File: src/hdl/sclog_pkg.sv
// Shared constants and types of the serial capture logger
package sclog_pkg;
  // ----------------------------------------------------------------
  // Clock and times
  // ----------------------------------------------------------------
  localparam int CLK_HZ = 20_000_000;
  localparam int CONN_FLUSH_S = 5;
  localparam int FAST_FLUSH_S = 1;
  localparam int ESC_GUARD_S = 1;
  localparam int ESC_WINDOW_S = 1;
  localparam int ESC_WAIT_S = 2;
  localparam int STAMP_MS = 1;
  localparam int CONN_FLUSH_CYC = CONN_FLUSH_S * CLK_HZ;
  localparam int FAST_FLUSH_CYC = FAST_FLUSH_S * CLK_HZ;
  localparam int ESC_GUARD_CYC = ESC_GUARD_S * CLK_HZ;
  localparam int ESC_WINDOW_CYC = ESC_WINDOW_S * CLK_HZ;
  localparam int ESC_WAIT_CYC = ESC_WAIT_S * CLK_HZ;
  localparam int STAMP_CYC = STAMP_MS * (CLK_HZ / 1000);
  localparam int FIFO_DEPTH_DEF = 16;
  // ----------------------------------------------------------------
  // Register map (byte addresses) and reset values
  // ----------------------------------------------------------------
  localparam logic [5:0] ADDR_CTRL = 6'h00;
  localparam logic [5:0] ADDR_STATUS = 6'h04;
  localparam logic [5:0] ADDR_LIMIT = 6'h08;
  localparam logic [5:0] ADDR_ESCCHAR = 6'h0c;
  localparam logic [5:0] ADDR_RATE = 6'h10;
  localparam logic [5:0] ADDR_FILEBYTES = 6'h14;
  localparam logic [31:0] LIMIT_RST = 32'hee6b2800;
  localparam logic [31:0] RATE_RST = 32'h00004b00;
  localparam logic [31:0] HS_RATE_BPS = 32'h000f4240;
  localparam logic [7:0] ESC_RS232_RST = 8'h2d;
  localparam logic [7:0] ESC_LOGIC_RST = 8'h26;
  // CTRL fields
  localparam int CTRL_MODE_LSB = 0;
  localparam int CTRL_LOGEN = 2;
  localparam int CTRL_MARKUP = 3;
  localparam int CTRL_TRIGSTOP = 4;
  localparam int CTRL_CMDDIS_LSB = 5;
  localparam int CTRL_PORTSEL = 7;
  // STATUS fields
  localparam int STAT_CARD = 0;
  localparam int STAT_ESCAPED = 1;
  localparam int STAT_HS = 2;
  localparam int STAT_OVF = 3;
  localparam int STAT_MODE_LSB = 4;
  // LED positions (LED n sits at bit n-1)
  localparam int LED_FAST = 1;
  localparam int LED_CONN_OFF_A = 6;
  localparam int LED_RS232 = 7;
  localparam int LED_LOGIC = 8;
  localparam int LED_CONN_OFF_B = 9;
  // ----------------------------------------------------------------
  // Types
  // ----------------------------------------------------------------
  typedef enum logic [1:0] {MODE_CMD, MODE_CONNECT, MODE_PLAIN, MODE_FAST} sclog_mode_type;
  typedef enum logic [1:0] {ESC_IDLE, ESC_ARMED, ESC_COUNT, ESC_WAIT} sclog_esc_type;
  typedef struct packed {
    logic valid;
    logic [7:0] data;
  } sclog_byte_type;
  typedef struct packed {
    logic chan;
    logic [26:0] stampMs;
    logic [7:0] data;
  } sclog_rec_type;
endpackage

File: src/hdl/sclog_fifo.sv
// Record buffer between the receive ports and the card writer
`timescale 1ns/1ns
module sclog_fifo #(
  parameter int WIDTH = 36,
  parameter int DEPTH = 16
) (
  input logic clk_sys,
  input logic rstn,
  input logic inValid,
  input logic [WIDTH-1:0] inData,
  output logic inReady,
  output logic outValid,
  output logic [WIDTH-1:0] outData,
  input logic outReady
);
  import sclog_pkg::*;
  localparam int AW = $clog2(DEPTH);
  typedef struct packed {
    logic [DEPTH-1:0][WIDTH-1:0] mem;
    logic [AW:0] wp;
    logic [AW:0] rp;
  } sclog_fifo_type;
  sclog_fifo_type st_r, st_nxt;
  logic full, empty, push, pop;

  assign full = (st_r.wp[AW] != st_r.rp[AW]) && (st_r.wp[AW-1:0] == st_r.rp[AW-1:0]);
  assign empty = st_r.wp == st_r.rp;
  assign inReady = ~full;
  assign outValid = ~empty;
  assign outData = st_r.mem[st_r.rp[AW-1:0]];
  assign push = inValid & ~full;
  assign pop = outReady & ~empty;

  always_comb begin
    st_nxt = st_r;
    if (push) begin
      st_nxt.mem[st_r.wp[AW-1:0]] = inData;
      st_nxt.wp = st_r.wp + 1'b1;
    end
    if (pop) begin
      st_nxt.rp = st_r.rp + 1'b1;
    end
  end

  always_ff @(posedge clk_sys or negedge rstn) begin
    if (!rstn) begin
      st_r <= '0;
    end else begin
      st_r <= st_nxt;
    end
  end
endmodule // sclog_fifo

File: src/hdl/sclog_top.sv
// Serial capture logger: forwarding, escape detect, logging to card
// Function
// - Connect mode forwards bytes between both ports
// - Connect logging records every byte with stamp
// - Connect logging flushes card every five seconds
// - Connect configuration survives card removal
// - Plain logging stores selected port, flush five seconds
// - Card reinsertion starts a new log file
// - Fast capture stores one channel until stopped
// - Trigger variant stops fast capture on trigger
// - Fast start cancels connect; removal ends capture
// - Fast capture appends, never truncates files
// - Fast capture flushes at least once per second
// - Fast capture toggles second LED on writes
// - Above 1Mbps freeze LEDs, store only
// - High-speed ends on removal or trigger
// - File at size limit rolls to new file
// - Per-port command interpretation can be disabled
// - Default escape chars minus and ampersand
// - Connect LEDs eight and nine show receive
`timescale 1ns/1ns
module sclog_top #(
  parameter int FIFO_DEPTH = sclog_pkg::FIFO_DEPTH_DEF,
  parameter int CONN_FLUSH_CYC = sclog_pkg::CONN_FLUSH_CYC,
  parameter int FAST_FLUSH_CYC = sclog_pkg::FAST_FLUSH_CYC,
  parameter int ESC_GUARD_CYC = sclog_pkg::ESC_GUARD_CYC,
  parameter int ESC_WINDOW_CYC = sclog_pkg::ESC_WINDOW_CYC,
  parameter int ESC_WAIT_CYC = sclog_pkg::ESC_WAIT_CYC,
  parameter int STAMP_CYC = sclog_pkg::STAMP_CYC
) (
  input logic clk_sys,
  input logic rstn,
  input logic [5:0] avs_address,
  input logic avs_read,
  input logic avs_write,
  input logic [31:0] avs_writedata,
  input logic [3:0] avs_byteenable,
  output logic [31:0] avs_readdata,
  output logic avs_waitrequest,
  input sclog_pkg::sclog_byte_type rxRs232,
  input sclog_pkg::sclog_byte_type rxLogic,
  output sclog_pkg::sclog_byte_type txRs232,
  output sclog_pkg::sclog_byte_type txLogic,
  output sclog_pkg::sclog_byte_type cmdByte,
  output logic cmdChan,
  output logic cardValid,
  output sclog_pkg::sclog_rec_type cardData,
  input logic cardReady,
  input logic cardPresent,
  output logic cardFlush,
  output logic cardNewFile,
  output logic cardAppend,
  output logic markupFormat,
  input logic trigFire,
  output logic [9:0] ledBar,
  output logic escMsg,
  output logic escPort
);
  import sclog_pkg::*;

  typedef struct packed {
    sclog_mode_type mode;
    logic logEn;
    logic markup;
    logic trigStop;
    logic [1:0] cmdDis;
    logic portSel;
    logic [1:0][7:0] escChar;
    logic [31:0] limit;
    logic [31:0] lineRate;
    logic escaped;
    logic hsMode;
    logic overflow;
    logic [31:0] fileBytes;
    logic [31:0] flushCnt;
    logic [31:0] msCnt;
    logic [26:0] stampMs;
    logic cardPrev;
    logic [9:0] led;
    sclog_esc_type escSt;
    logic [1:0] escCnt;
    logic escPortR;
    logic [31:0] escTimer;
    logic [31:0] idleCnt;
    logic ack;
    logic [31:0] readData;
    sclog_byte_type txA;
    sclog_byte_type txB;
    sclog_byte_type cmd;
    logic cmdChan;
    logic flush;
    logic newFile;
    logic escMsg;
    logic pend;
    logic [7:0] pendData;
  } sclog_state_type;

  sclog_state_type st_r, st_nxt;
  logic busWr, logging, connLive, cardTake, fifoInReady, fifoOutValid;
  logic pushValid, anyRx, isEsc0, isEsc1;
  sclog_rec_type pushRec, fifoOut;
  sclog_byte_type selRx;
  logic [31:0] flushPeriod, ctrlRd, statRd;

  function automatic logic [31:0] merge(input logic [31:0] old, input logic [31:0] wd, input logic [3:0] be);
    logic [31:0] r;
    r = old;
    for (int i = 0; i < 4; i++) begin
      if (be[i]) begin
        r[i*8 +: 8] = wd[i*8 +: 8];
      end
    end
    return r;
  endfunction

  // ----------------------------------------------------------------
  // Bus slave: one wait state, read data latched in the first cycle
  // ----------------------------------------------------------------
  assign avs_waitrequest = (avs_read | avs_write) & ~st_r.ack;
  assign busWr = avs_write & st_r.ack;
  assign avs_readdata = st_r.readData;
  assign ctrlRd = {24'h000000, st_r.portSel, st_r.cmdDis, st_r.trigStop, st_r.markup, st_r.logEn, st_r.mode};
  assign statRd = {26'h0000000, st_r.mode, st_r.overflow, st_r.hsMode, st_r.escaped, cardPresent};

  // ----------------------------------------------------------------
  // Datapath helpers
  // ----------------------------------------------------------------
  assign connLive = (st_r.mode == MODE_CONNECT) & ~st_r.escaped;
  assign logging = ((st_r.mode == MODE_CONNECT) & st_r.logEn) | (st_r.mode == MODE_PLAIN)
                 | (st_r.mode == MODE_FAST);
  assign flushPeriod = (st_r.mode == MODE_FAST) ? 32'(FAST_FLUSH_CYC - 1) : 32'(CONN_FLUSH_CYC - 1);
  assign selRx = st_r.portSel ? rxLogic : rxRs232;
  assign anyRx = rxRs232.valid | rxLogic.valid;
  assign isEsc0 = rxRs232.valid & (rxRs232.data == st_r.escChar[0]);
  assign isEsc1 = rxLogic.valid & (rxLogic.data == st_r.escChar[1]);
  // Card writer may not take a record in the cycle a new file is opened
  assign cardValid = fifoOutValid & cardPresent & ~st_r.newFile;
  assign cardTake = cardValid & cardReady;
  assign cardData = fifoOut;

  always_comb begin
    pushValid = 1'b0;
    pushRec = '0;
    pushRec.stampMs = st_r.stampMs;
    if (cardPresent && logging) begin
      if (st_r.mode == MODE_CONNECT) begin
        if (st_r.pend) begin
          pushValid = 1'b1;
          pushRec.chan = 1'b1;
          pushRec.data = st_r.pendData;
        end else if (rxRs232.valid || rxLogic.valid) begin
          pushValid = 1'b1;
          pushRec.chan = ~rxRs232.valid;
          pushRec.data = rxRs232.valid ? rxRs232.data : rxLogic.data;
        end
      end else if (selRx.valid) begin
        pushValid = 1'b1;
        pushRec.chan = st_r.portSel;
        pushRec.data = selRx.data;
      end
    end
  end

  sclog_fifo #(.WIDTH($bits(sclog_rec_type)), .DEPTH(FIFO_DEPTH)) u_fifo (
    .clk_sys(clk_sys),
    .rstn(rstn),
    .inValid(pushValid),
    .inData(pushRec),
    .inReady(fifoInReady),
    .outValid(fifoOutValid),
    .outData(fifoOut),
    .outReady(cardTake)
  );

  // ----------------------------------------------------------------
  // Next state
  // ----------------------------------------------------------------
  always_comb begin
    st_nxt = st_r;
    st_nxt.flush = 1'b0;
    st_nxt.newFile = 1'b0;
    st_nxt.escMsg = 1'b0;
    st_nxt.txA = '0;
    st_nxt.txB = '0;
    st_nxt.cmd = '0;
    st_nxt.cardPrev = cardPresent;
    st_nxt.ack = (avs_read | avs_write) & ~st_r.ack;
    if ((avs_read | avs_write) && !st_r.ack) begin
      case (avs_address)
        ADDR_CTRL: st_nxt.readData = ctrlRd;
        ADDR_STATUS: st_nxt.readData = statRd;
        ADDR_LIMIT: st_nxt.readData = st_r.limit;
        ADDR_ESCCHAR: st_nxt.readData = {16'h0000, st_r.escChar};
        ADDR_RATE: st_nxt.readData = st_r.lineRate;
        ADDR_FILEBYTES: st_nxt.readData = st_r.fileBytes;
        default: st_nxt.readData = 32'h00000000;
      endcase
    end
    // Timestamp in milliseconds
    if (st_r.msCnt == 32'(STAMP_CYC - 1)) begin
      st_nxt.msCnt = 32'h00000000;
      st_nxt.stampMs = st_r.stampMs + 27'h0000001;
    end else begin
      st_nxt.msCnt = st_r.msCnt + 32'h00000001;
    end
    // Configuration is cleared only by rstn; card removal only ends fast mode
    if (busWr) begin
      case (avs_address)
        ADDR_CTRL: begin
          if (avs_byteenable[0]) begin
            st_nxt.mode = sclog_mode_type'(avs_writedata[CTRL_MODE_LSB +: 2]);
            st_nxt.logEn = avs_writedata[CTRL_LOGEN];
            st_nxt.markup = avs_writedata[CTRL_MARKUP];
            st_nxt.trigStop = avs_writedata[CTRL_TRIGSTOP];
            st_nxt.cmdDis = avs_writedata[CTRL_CMDDIS_LSB +: 2];
            st_nxt.portSel = avs_writedata[CTRL_PORTSEL];
            st_nxt.escaped = 1'b0;
            st_nxt.escSt = ESC_IDLE;
            st_nxt.idleCnt = 32'h00000000;
            // Fast start replaces connect; rate decides store-only mode
            st_nxt.hsMode = (avs_writedata[CTRL_MODE_LSB +: 2] == MODE_FAST) && (st_r.lineRate > HS_RATE_BPS);
          end
        end
        ADDR_STATUS: begin
          if (avs_byteenable[0] && avs_writedata[STAT_OVF]) begin
            st_nxt.overflow = 1'b0;
          end
          if (avs_byteenable[0] && avs_writedata[STAT_ESCAPED]) begin
            st_nxt.escaped = 1'b0;
          end
        end
        ADDR_LIMIT: st_nxt.limit = merge(st_r.limit, avs_writedata, avs_byteenable);
        ADDR_ESCCHAR: begin
          if (avs_byteenable[0]) begin
            st_nxt.escChar[0] = avs_writedata[7:0];
          end
          if (avs_byteenable[1]) begin
            st_nxt.escChar[1] = avs_writedata[15:8];
          end
        end
        ADDR_RATE: st_nxt.lineRate = merge(st_r.lineRate, avs_writedata, avs_byteenable);
        default: ;
      endcase
    end
    // Fast capture ends on card removal or, in trigger variant, a trigger
    if (st_r.mode == MODE_FAST) begin
      if ((st_r.cardPrev && !cardPresent) || (st_r.trigStop && trigFire)) begin
        st_nxt.mode = MODE_CMD;
        st_nxt.hsMode = 1'b0;
      end
    end
    // Forwarding
    // Idle receive data is not passed on, so an idle output stays all zero
    if (connLive && rxRs232.valid) begin
      st_nxt.txB = rxRs232;
    end
    if (connLive && rxLogic.valid) begin
      st_nxt.txA = rxLogic;
    end
    // Command bytes reach the parser only in command mode or escaped connect
    if ((st_r.mode == MODE_CMD) || ((st_r.mode == MODE_CONNECT) && st_r.escaped)) begin
      if (rxRs232.valid && !st_r.cmdDis[0]) begin
        st_nxt.cmd = rxRs232;
        st_nxt.cmdChan = 1'b0;
      end else if (rxLogic.valid && !st_r.cmdDis[1]) begin
        st_nxt.cmd = rxLogic;
        st_nxt.cmdChan = 1'b1;
      end
    end
    // Record path: second of two simultaneous bytes waits one cycle
    st_nxt.pend = 1'b0;
    if (pushValid && !st_r.pend && rxRs232.valid && rxLogic.valid && (st_r.mode == MODE_CONNECT)) begin
      st_nxt.pend = 1'b1;
      st_nxt.pendData = rxLogic.data;
    end
    if ((pushValid && !fifoInReady) || (st_r.pend && anyRx && logging)) begin
      st_nxt.overflow = 1'b1;
    end
    // File accounting
    if (cardTake) begin
      if (st_r.fileBytes == st_r.limit - 32'h00000001) begin
        st_nxt.newFile = 1'b1;
        st_nxt.fileBytes = 32'h00000000;
      end else begin
        st_nxt.fileBytes = st_r.fileBytes + 32'h00000001;
      end
    end
    if (cardPresent && !st_r.cardPrev && logging) begin
      st_nxt.newFile = 1'b1;
      st_nxt.fileBytes = 32'h00000000;
    end
    // Periodic flush
    if (!logging) begin
      st_nxt.flushCnt = 32'h00000000;
    end else if (st_r.flushCnt >= flushPeriod) begin
      st_nxt.flushCnt = 32'h00000000;
      st_nxt.flush = 1'b1;
    end else begin
      st_nxt.flushCnt = st_r.flushCnt + 32'h00000001;
    end
    // Escape detection on either port, each with its own character
    if (connLive) begin
      case (st_r.escSt)
        ESC_IDLE: begin
          if (anyRx) begin
            st_nxt.idleCnt = 32'h00000000;
          end else if (st_r.idleCnt >= 32'(ESC_GUARD_CYC - 1)) begin
            st_nxt.escSt = ESC_ARMED;
          end else begin
            st_nxt.idleCnt = st_r.idleCnt + 32'h00000001;
          end
        end
        ESC_ARMED: begin
          if (isEsc0 ^ isEsc1) begin
            st_nxt.escSt = ESC_COUNT;
            st_nxt.escCnt = 2'h1;
            st_nxt.escPortR = isEsc1;
            st_nxt.escTimer = 32'h00000000;
          end else if (anyRx) begin
            st_nxt.escSt = ESC_IDLE;
            st_nxt.idleCnt = 32'h00000000;
          end
        end
        ESC_COUNT: begin
          st_nxt.escTimer = st_r.escTimer + 32'h00000001;
          if ((st_r.escPortR ? (isEsc1 && !rxRs232.valid) : (isEsc0 && !rxLogic.valid))) begin
            st_nxt.escCnt = st_r.escCnt + 2'h1;
            if (st_r.escCnt == 2'h2) begin
              st_nxt.escSt = ESC_WAIT;
              st_nxt.escTimer = 32'h00000000;
            end
          end else if (anyRx || (st_r.escTimer >= 32'(ESC_WINDOW_CYC - 1))) begin
            st_nxt.escSt = ESC_IDLE;
            st_nxt.idleCnt = 32'h00000000;
          end
        end
        ESC_WAIT: begin
          if (anyRx) begin
            st_nxt.escSt = ESC_IDLE;
            st_nxt.idleCnt = 32'h00000000;
          end else if (st_r.escTimer >= 32'(ESC_WAIT_CYC - 1)) begin
            st_nxt.escaped = 1'b1;
            st_nxt.escMsg = 1'b1;
            st_nxt.escSt = ESC_IDLE;
            st_nxt.idleCnt = 32'h00000000;
          end else begin
            st_nxt.escTimer = st_r.escTimer + 32'h00000001;
          end
        end
        default: st_nxt.escSt = ESC_IDLE;
      endcase
    end
    // Indicators; frozen entirely while in store-only mode
    if (!st_r.hsMode) begin
      if (st_r.mode == MODE_CONNECT) begin
        st_nxt.led[LED_CONN_OFF_A] = 1'b0;
        st_nxt.led[LED_CONN_OFF_B] = 1'b0;
        st_nxt.led[LED_RS232] = st_r.led[LED_RS232] ^ rxRs232.valid;
        st_nxt.led[LED_LOGIC] = st_r.led[LED_LOGIC] ^ rxLogic.valid;
      end else if (st_r.mode == MODE_FAST) begin
        st_nxt.led[LED_FAST] = st_r.led[LED_FAST] ^ cardTake;
      end
    end
  end

  always_ff @(posedge clk_sys or negedge rstn) begin
    if (!rstn) begin
      st_r <= '0;
      st_r.limit <= LIMIT_RST;
      st_r.lineRate <= RATE_RST;
      st_r.escChar <= {ESC_LOGIC_RST, ESC_RS232_RST};
    end else begin
      st_r <= st_nxt;
    end
  end

  assign txRs232 = st_r.txA;
  assign txLogic = st_r.txB;
  assign cmdByte = st_r.cmd;
  assign cmdChan = st_r.cmdChan;
  assign cardFlush = st_r.flush;
  assign cardNewFile = st_r.newFile;
  assign cardAppend = st_r.mode == MODE_FAST;
  assign markupFormat = st_r.markup;
  assign ledBar = st_r.led;
  assign escMsg = st_r.escMsg;
  assign escPort = st_r.escPortR;
endmodule // sclog_top

File: config.mk
export PLATFORM = sky130hd
export DESIGN_NAME = sclog_top
export DESIGN_NICKNAME = d
export VERILOG_FILES = /design/src/hdl/sclog_pkg.sv /design/src/hdl/sclog_fifo.sv /design/src/hdl/sclog_top.sv
export SDC_FILE = /design/constraint.sdc
export NUM_CORES = 2
export LEC_CHECK = 0
export ABC_AREA = 1
export BUFFER_PORTS_ARGS = -buffer_cell sky130_fd_sc_hd__buf_2
export CAP_MARGIN = 10
export CORE_ASPECT_RATIO = 0.75
export CORE_UTILIZATION = 45
export CTS_CLUSTER_DIAMETER = 120
export DETAILED_ROUTE_END_ITERATION = 16
export PLACE_DENSITY_LB_ADDON = 0.15
export REMOVE_ABC_BUFFERS = 1
export SKIP_CTS_REPAIR_TIMING = 1
export SYNTH_ARGS = -nofsm -noshare
export SYNTH_HDL_FRONTEND = slang
export SYNTH_SLANG_ARGS = --single-unit
File: constraint.sdc
create_clock -name clk_sys -period 4.1 [get_ports clk_sys]
set_input_delay 0.82 -clock clk_sys [delete_from_list [all_inputs] [get_ports clk_sys]]
set_output_delay 0.82 -clock clk_sys [all_outputs]
set_load 0.005 [all_outputs]
==> run_summary.xml <==
<?xml version="1.0" encoding="UTF-8"?>
<metrics>
  <group name="drt">
    <metric name="remaining_drc_errors" unit="">0</metric>
    <metric name="drt_wl_total" unit="um">161000</metric>
    <metric name="routed_via_density" unit="">5.55</metric>
    <metric name="route.antenna.remaining_nets" unit="">0</metric>
    <metric name="route.vias.total" unit="">44335</metric>
    <metric name="detail_route.wl_per_cell" unit="um">20.2</metric>
    <metric name="dr.first_iter.drc_count" unit="">4613</metric>
    <metric name="drt-pass1-iter-count" unit="">6</metric>
  </group>
  <group name="cells_and_area">
    <metric name="layout-area-overhead-vs-synth" unit="%">10.4</metric>
    <metric name="nets" unit="">6541</metric>
    <metric name="final.fill_count" unit="">10736</metric>
    <metric name="final_cell_count_no_fill" unit="">7983</metric>
    <metric name="fin_area" unit="um^2">54900</metric>
    <metric name="layout-drive-gt1-share" unit="">0.0863</metric>
  </group>
  <group name="worst_setup_path">
    <metric name="cp_top_family" unit="">buffers and inverters</metric>
    <metric name="worst_setup_path_start_kind" unit="">flop</metric>
    <metric name="crit_start" unit="">u_fifo.st_r[0]</metric>
    <metric name="critical-path-top-cell-by-count" unit="">sky130_fd_sc_hd__nand3_1</metric>
    <metric name="r2r-end" unit="">u_fifo.st_r[309]</metric>
    <metric name="setup_slack_of_the_most_critical_reg_to_reg_path" unit="ps">820</metric>
    <metric name="crit_type" unit="">flop to output pin</metric>
    <metric name="critical_path.endpoint" unit="">cardData[15]</metric>
    <metric name="timing.critical_path.to_type" unit="">output pin</metric>
    <metric name="critPathMaxStageDelay" unit="ps">650</metric>
    <metric name="critical_path_depth" unit="">6</metric>
    <metric name="r2r.worst_path.cells" unit="">9</metric>
    <metric name="slowest_stage" unit="">sky130_fd_sc_hd__buf_4</metric>
    <metric name="timing.critical_path.cells" unit="">buf_4 -&gt; o21ai_0 -&gt; o221ai_1 -&gt; nand3_1 -&gt; nand3_1 -&gt; buf_2</metric>
    <metric name="crit_fanout" unit="">64</metric>
    <metric name="timing.critical_path.required" unit="ps">3280</metric>
    <metric name="reg2reg_from" unit="">u_fifo.st_r[0]</metric>
    <metric name="critical_path_arrival" unit="ps">3010</metric>
    <metric name="critical_path_buffer_and_inverter_count" unit="">2</metric>
  </group>
  <group name="floorplan">
    <metric name="die-height" unit="um">290</metric>
    <metric name="top_level_ports" unit="">181</metric>
    <metric name="initial_utilization" unit="">0.454</metric>
    <metric name="std_cell_rows" unit="">105</metric>
    <metric name="coreArea" unit="um^2">109000</metric>
    <metric name="floorplan.die_area" unit="um^2">112000</metric>
    <metric name="die_width" unit="um">386</metric>
  </group>
  <group name="global_routing">
    <metric name="grt_pass1_wl" unit="um">251000</metric>
    <metric name="gr-total-overflow" unit="">0</metric>
    <metric name="grt_start_max_net_pins" unit="">125</metric>
    <metric name="first_global_vias" unit="">41183</metric>
    <metric name="grt_util_all_layers" unit="">0.288</metric>
    <metric name="grt_antenna_before_repair" unit="">5</metric>
  </group>
  <group name="timing">
    <metric name="final_period_minus_worst_setup_slack" unit="ps">3830</metric>
    <metric name="setup_slack" unit="ps">266</metric>
    <metric name="timing.setup.tns" unit="ps">0</metric>
    <metric name="final-setup-viol-count" unit="">0</metric>
    <metric name="max_clock_freq" unit="MHz">261</metric>
    <metric name="final_hold_viol_count" unit="">0</metric>
    <metric name="drv_slew" unit="">0</metric>
    <metric name="rsz0062_at_grt" unit="">false</metric>
    <metric name="tightestPinTransition" unit="ps">1150</metric>
    <metric name="tcrit_tclk_final" unit="">0.935</metric>
    <metric name="fin_worst_skew" unit="ps">58.8</metric>
    <metric name="timing.max_slew.rel_slack" unit="">0.233</metric>
  </group>
  <group name="worst_hold_path">
    <metric name="timing.hold.worst.class" unit="">input pin to async pin</metric>
  </group>
  <group name="clocking">
    <metric name="htree_num_levels" unit="">3</metric>
    <metric name="cts.path.max_buffers" unit="">3</metric>
    <metric name="clkLatencyLatePin" unit="ps">730</metric>
    <metric name="cts_num_sinks" unit="">946</metric>
    <metric name="path_clk_slew" unit="ps">60</metric>
    <metric name="cts_root_buf" unit="">sky130_fd_sc_hd__clkbuf_16</metric>
    <metric name="tritoncts" unit="">yes</metric>
    <metric name="cts-buffers-inserted" unit="">100</metric>
  </group>
  <group name="logic_synthesis">
    <metric name="synth_edf_count" unit="">0</metric>
    <metric name="synth.yosys.seq_area_share" unit="">0.477</metric>
    <metric name="ys_seq_elements" unit="">946</metric>
    <metric name="synth_cell_types" unit="">60</metric>
    <metric name="asyncSetResetFlopFracSynth" unit="">1.00</metric>
    <metric name="yosys_most_used_dff" unit="">sky130_fd_sc_hd__dfrtp_1</metric>
    <metric name="syn-mean-instance-area" unit="um^2">7.66</metric>
    <metric name="synth.cell_area" unit="um^2">49700</metric>
    <metric name="yosysWarningCount" unit="">0</metric>
    <metric name="post_synthesis_cells" unit="">6496</metric>
  </group>
  <group name="place">
    <metric name="port-buffer-count" unit="">173</metric>
    <metric name="dp_cells" unit="">7795</metric>
    <metric name="place_worst_setup_slack" unit="ps">584</metric>
    <metric name="gp_congestion" unit="">0.966</metric>
    <metric name="placement_cell_area" unit="um^2">51400</metric>
    <metric name="place_hpwl" unit="um">107000</metric>
  </group>
  <group name="power_and_ir_drop">
    <metric name="p_per_area" unit="nW/um^2">494</metric>
    <metric name="vdd_ir_drop_max" unit="uV">539</metric>
    <metric name="leakagePower" unit="nW">25.8</metric>
  </group>
  <group name="job">
    <metric name="cap_violations" unit="">0</metric>
  </group>
  <group name="outcome">
    <metric name="outcome" unit="">complete, no violations</metric>
  </group>
</metrics>
==> area by class of cell <==
class                   count  area [um^2]  share of cell area
diodes                      2         5.00           0.0000911
clock inverters            35          489             0.00891
flip-flops and latches    946        23700               0.432
multi-input cells        4630        22100               0.402
clock buffers             151         2980              0.0542
inverters                 494         1880              0.0342
repair buffers            281         1990              0.0362
well taps                1444         1810              0.0329
==> worst register-to-register path: cells and delay by family (launching register included) <==
family,cells,cell delay [ps]
compound gates,1,270
xor+xnor,1,200
buf+inv,2,940
simple gates,5,1100
flops,1,610
==> metal layers <==
layer | track usage | wire [um] | up-vias
met3 | 0.0564 | 13500 | 196
met1 | 0.461 | 78800 | 21441
met4 | 0.0579 | 2860 | 2
met2 | 0.397 | 66100 | 1578
met5 | 0 | 10 | -
li1 | - | - | 21118
==> synthesized netlist by cell type (all sizes together) (2+ instances only) <==
| cell | n | area, um^2 |
|---|---|---|
| a211oi | 4 | 30.0 |
| a21o | 6 | 45.0 |
| a21oi | 146 | 731 |
| a221oi | 14 | 123 |
| a22oi | 10 | 75.1 |
| a311o | 8 | 80.1 |
| a31oi | 7 | 43.8 |
| and2 | 2 | 12.5 |
| buf | 167 | 1170 |
| clkbuf | 269 | 1010 |
| clkinv | 7 | 26.3 |
| dfrtp | 922 | 23100 |
| dfstp | 24 | 631 |
| ha | 21 | 263 |
| inv | 487 | 1840 |
| nand2 | 1813 | 6850 |
| nand2b | 2 | 12.5 |
| nand3 | 259 | 1300 |
| nand3b | 39 | 293 |
| nand4 | 71 | 444 |
| nor2 | 696 | 2780 |
| nor3 | 104 | 554 |
| nor3b | 3 | 22.5 |
| nor4 | 44 | 275 |
| nor4b | 2 | 17.5 |
| o2111ai | 3 | 26.3 |
| o211ai | 26 | 200 |
| o21ai | 1006 | 5140 |
| o21bai | 7 | 52.6 |
| o221ai | 52 | 455 |
| o22ai | 91 | 569 |
| o31ai | 2 | 15.0 |
| o32ai | 2 | 17.5 |
| or2 | 6 | 37.5 |
| xnor2 | 34 | 298 |
| xor2 | 132 | 1160 |
==> where the power goes <==
part	leakage, nW	total, mW	internal [mW]	switching (mW)
clock network	1.69	9.58	5.49	4.08
logic	11.5	7.55	2.38	5.17
registers	12.6	9.98	9.62	0.356
total	25.8	27.1	17.5	9.61
==> worst min path at each step <==
| stage | start | endpoint | slack [ps] | cells past startpoint |
|---|---|---|---|---|
| floorplan | st_r[180] | st_r[180] | 430 | 1 |
| detailed placement | u_fifo.st_r[124] | u_fifo.st_r[124] | 450 | 2 |
| finish | rstn | u_fifo.st_r[362] | 160 | 1 |
| global route | rstn | u_fifo.st_r[362] | 170 | 1 |
| CTS | rstn | u_fifo.st_r[362] | 140 | 1 |
| global placement | u_fifo.st_r[15] | u_fifo.st_r[15] | 450 | 2 |
==> through the flow <==
stage | util | power, mW | hold WS, ps
after CTS | 0.502 | 27.2 | 145
after global placement | 0.470 | 17.6 | 448
after floorplan | - | 14.6 | 433
after detailed placement | 0.470 | 17.6 | 453
after global routing | 0.502 | 28.5 | 167
final | 0.502 | 27.1 | 158
==> state kept, by name (all words and copies together) (netlist names) <==
name and count:
markupFormat 1, u_fifo.st_r 586, avs_readdata 32, ledBar 3, txLogic 9, escPort 1
st_r 258, cmdByte 9, txRs232 9, cmdChan 1, cardFlush 1, ctrlRd 7
pushRec 27, escMsg 1, cardNewFile 1
==> cells by family after synthesis <==
family | count (synthesis) | share of synthesized area
and+or+nand+nor | 3042 | 0.253
AOI/OAI and AO/OA | 1389 | 0.154
DFF | 946 | 0.477
buffers and inverters | 930 | 0.0813
xor gates and xnor gates | 166 | 0.0292
adders and majority gates | 21 | 0.00528
other | 1 | 0.0000754
muxes | 1 | 0.000201
==> placed cells by master (no fill, tap or decap), drive strengths merged, types with 3 or more instances in the layout <==
cell type	n
clkinv	28
buf	281
o2111ai	3
inv	491
dfstp	24
nand3b	39
nor3b	3
nand4	71
nand3	259
o211ai	26
xnor2	34
a211oi	4
a22oi	10
or2	6
o221ai	52
nand2	1813
a21oi	146
a31oi	7
nor2	696
dfrtp	922
ha	21
nor3	104
bufinv	7
o21ai	1006
a221oi	14
conb	11
a311o	8
o21bai	7
o22ai	91
clkbuf	151
a21o	6
nor4	44
xor2	132
clkinvlp	3
Power figures use the tool's default switching activity.
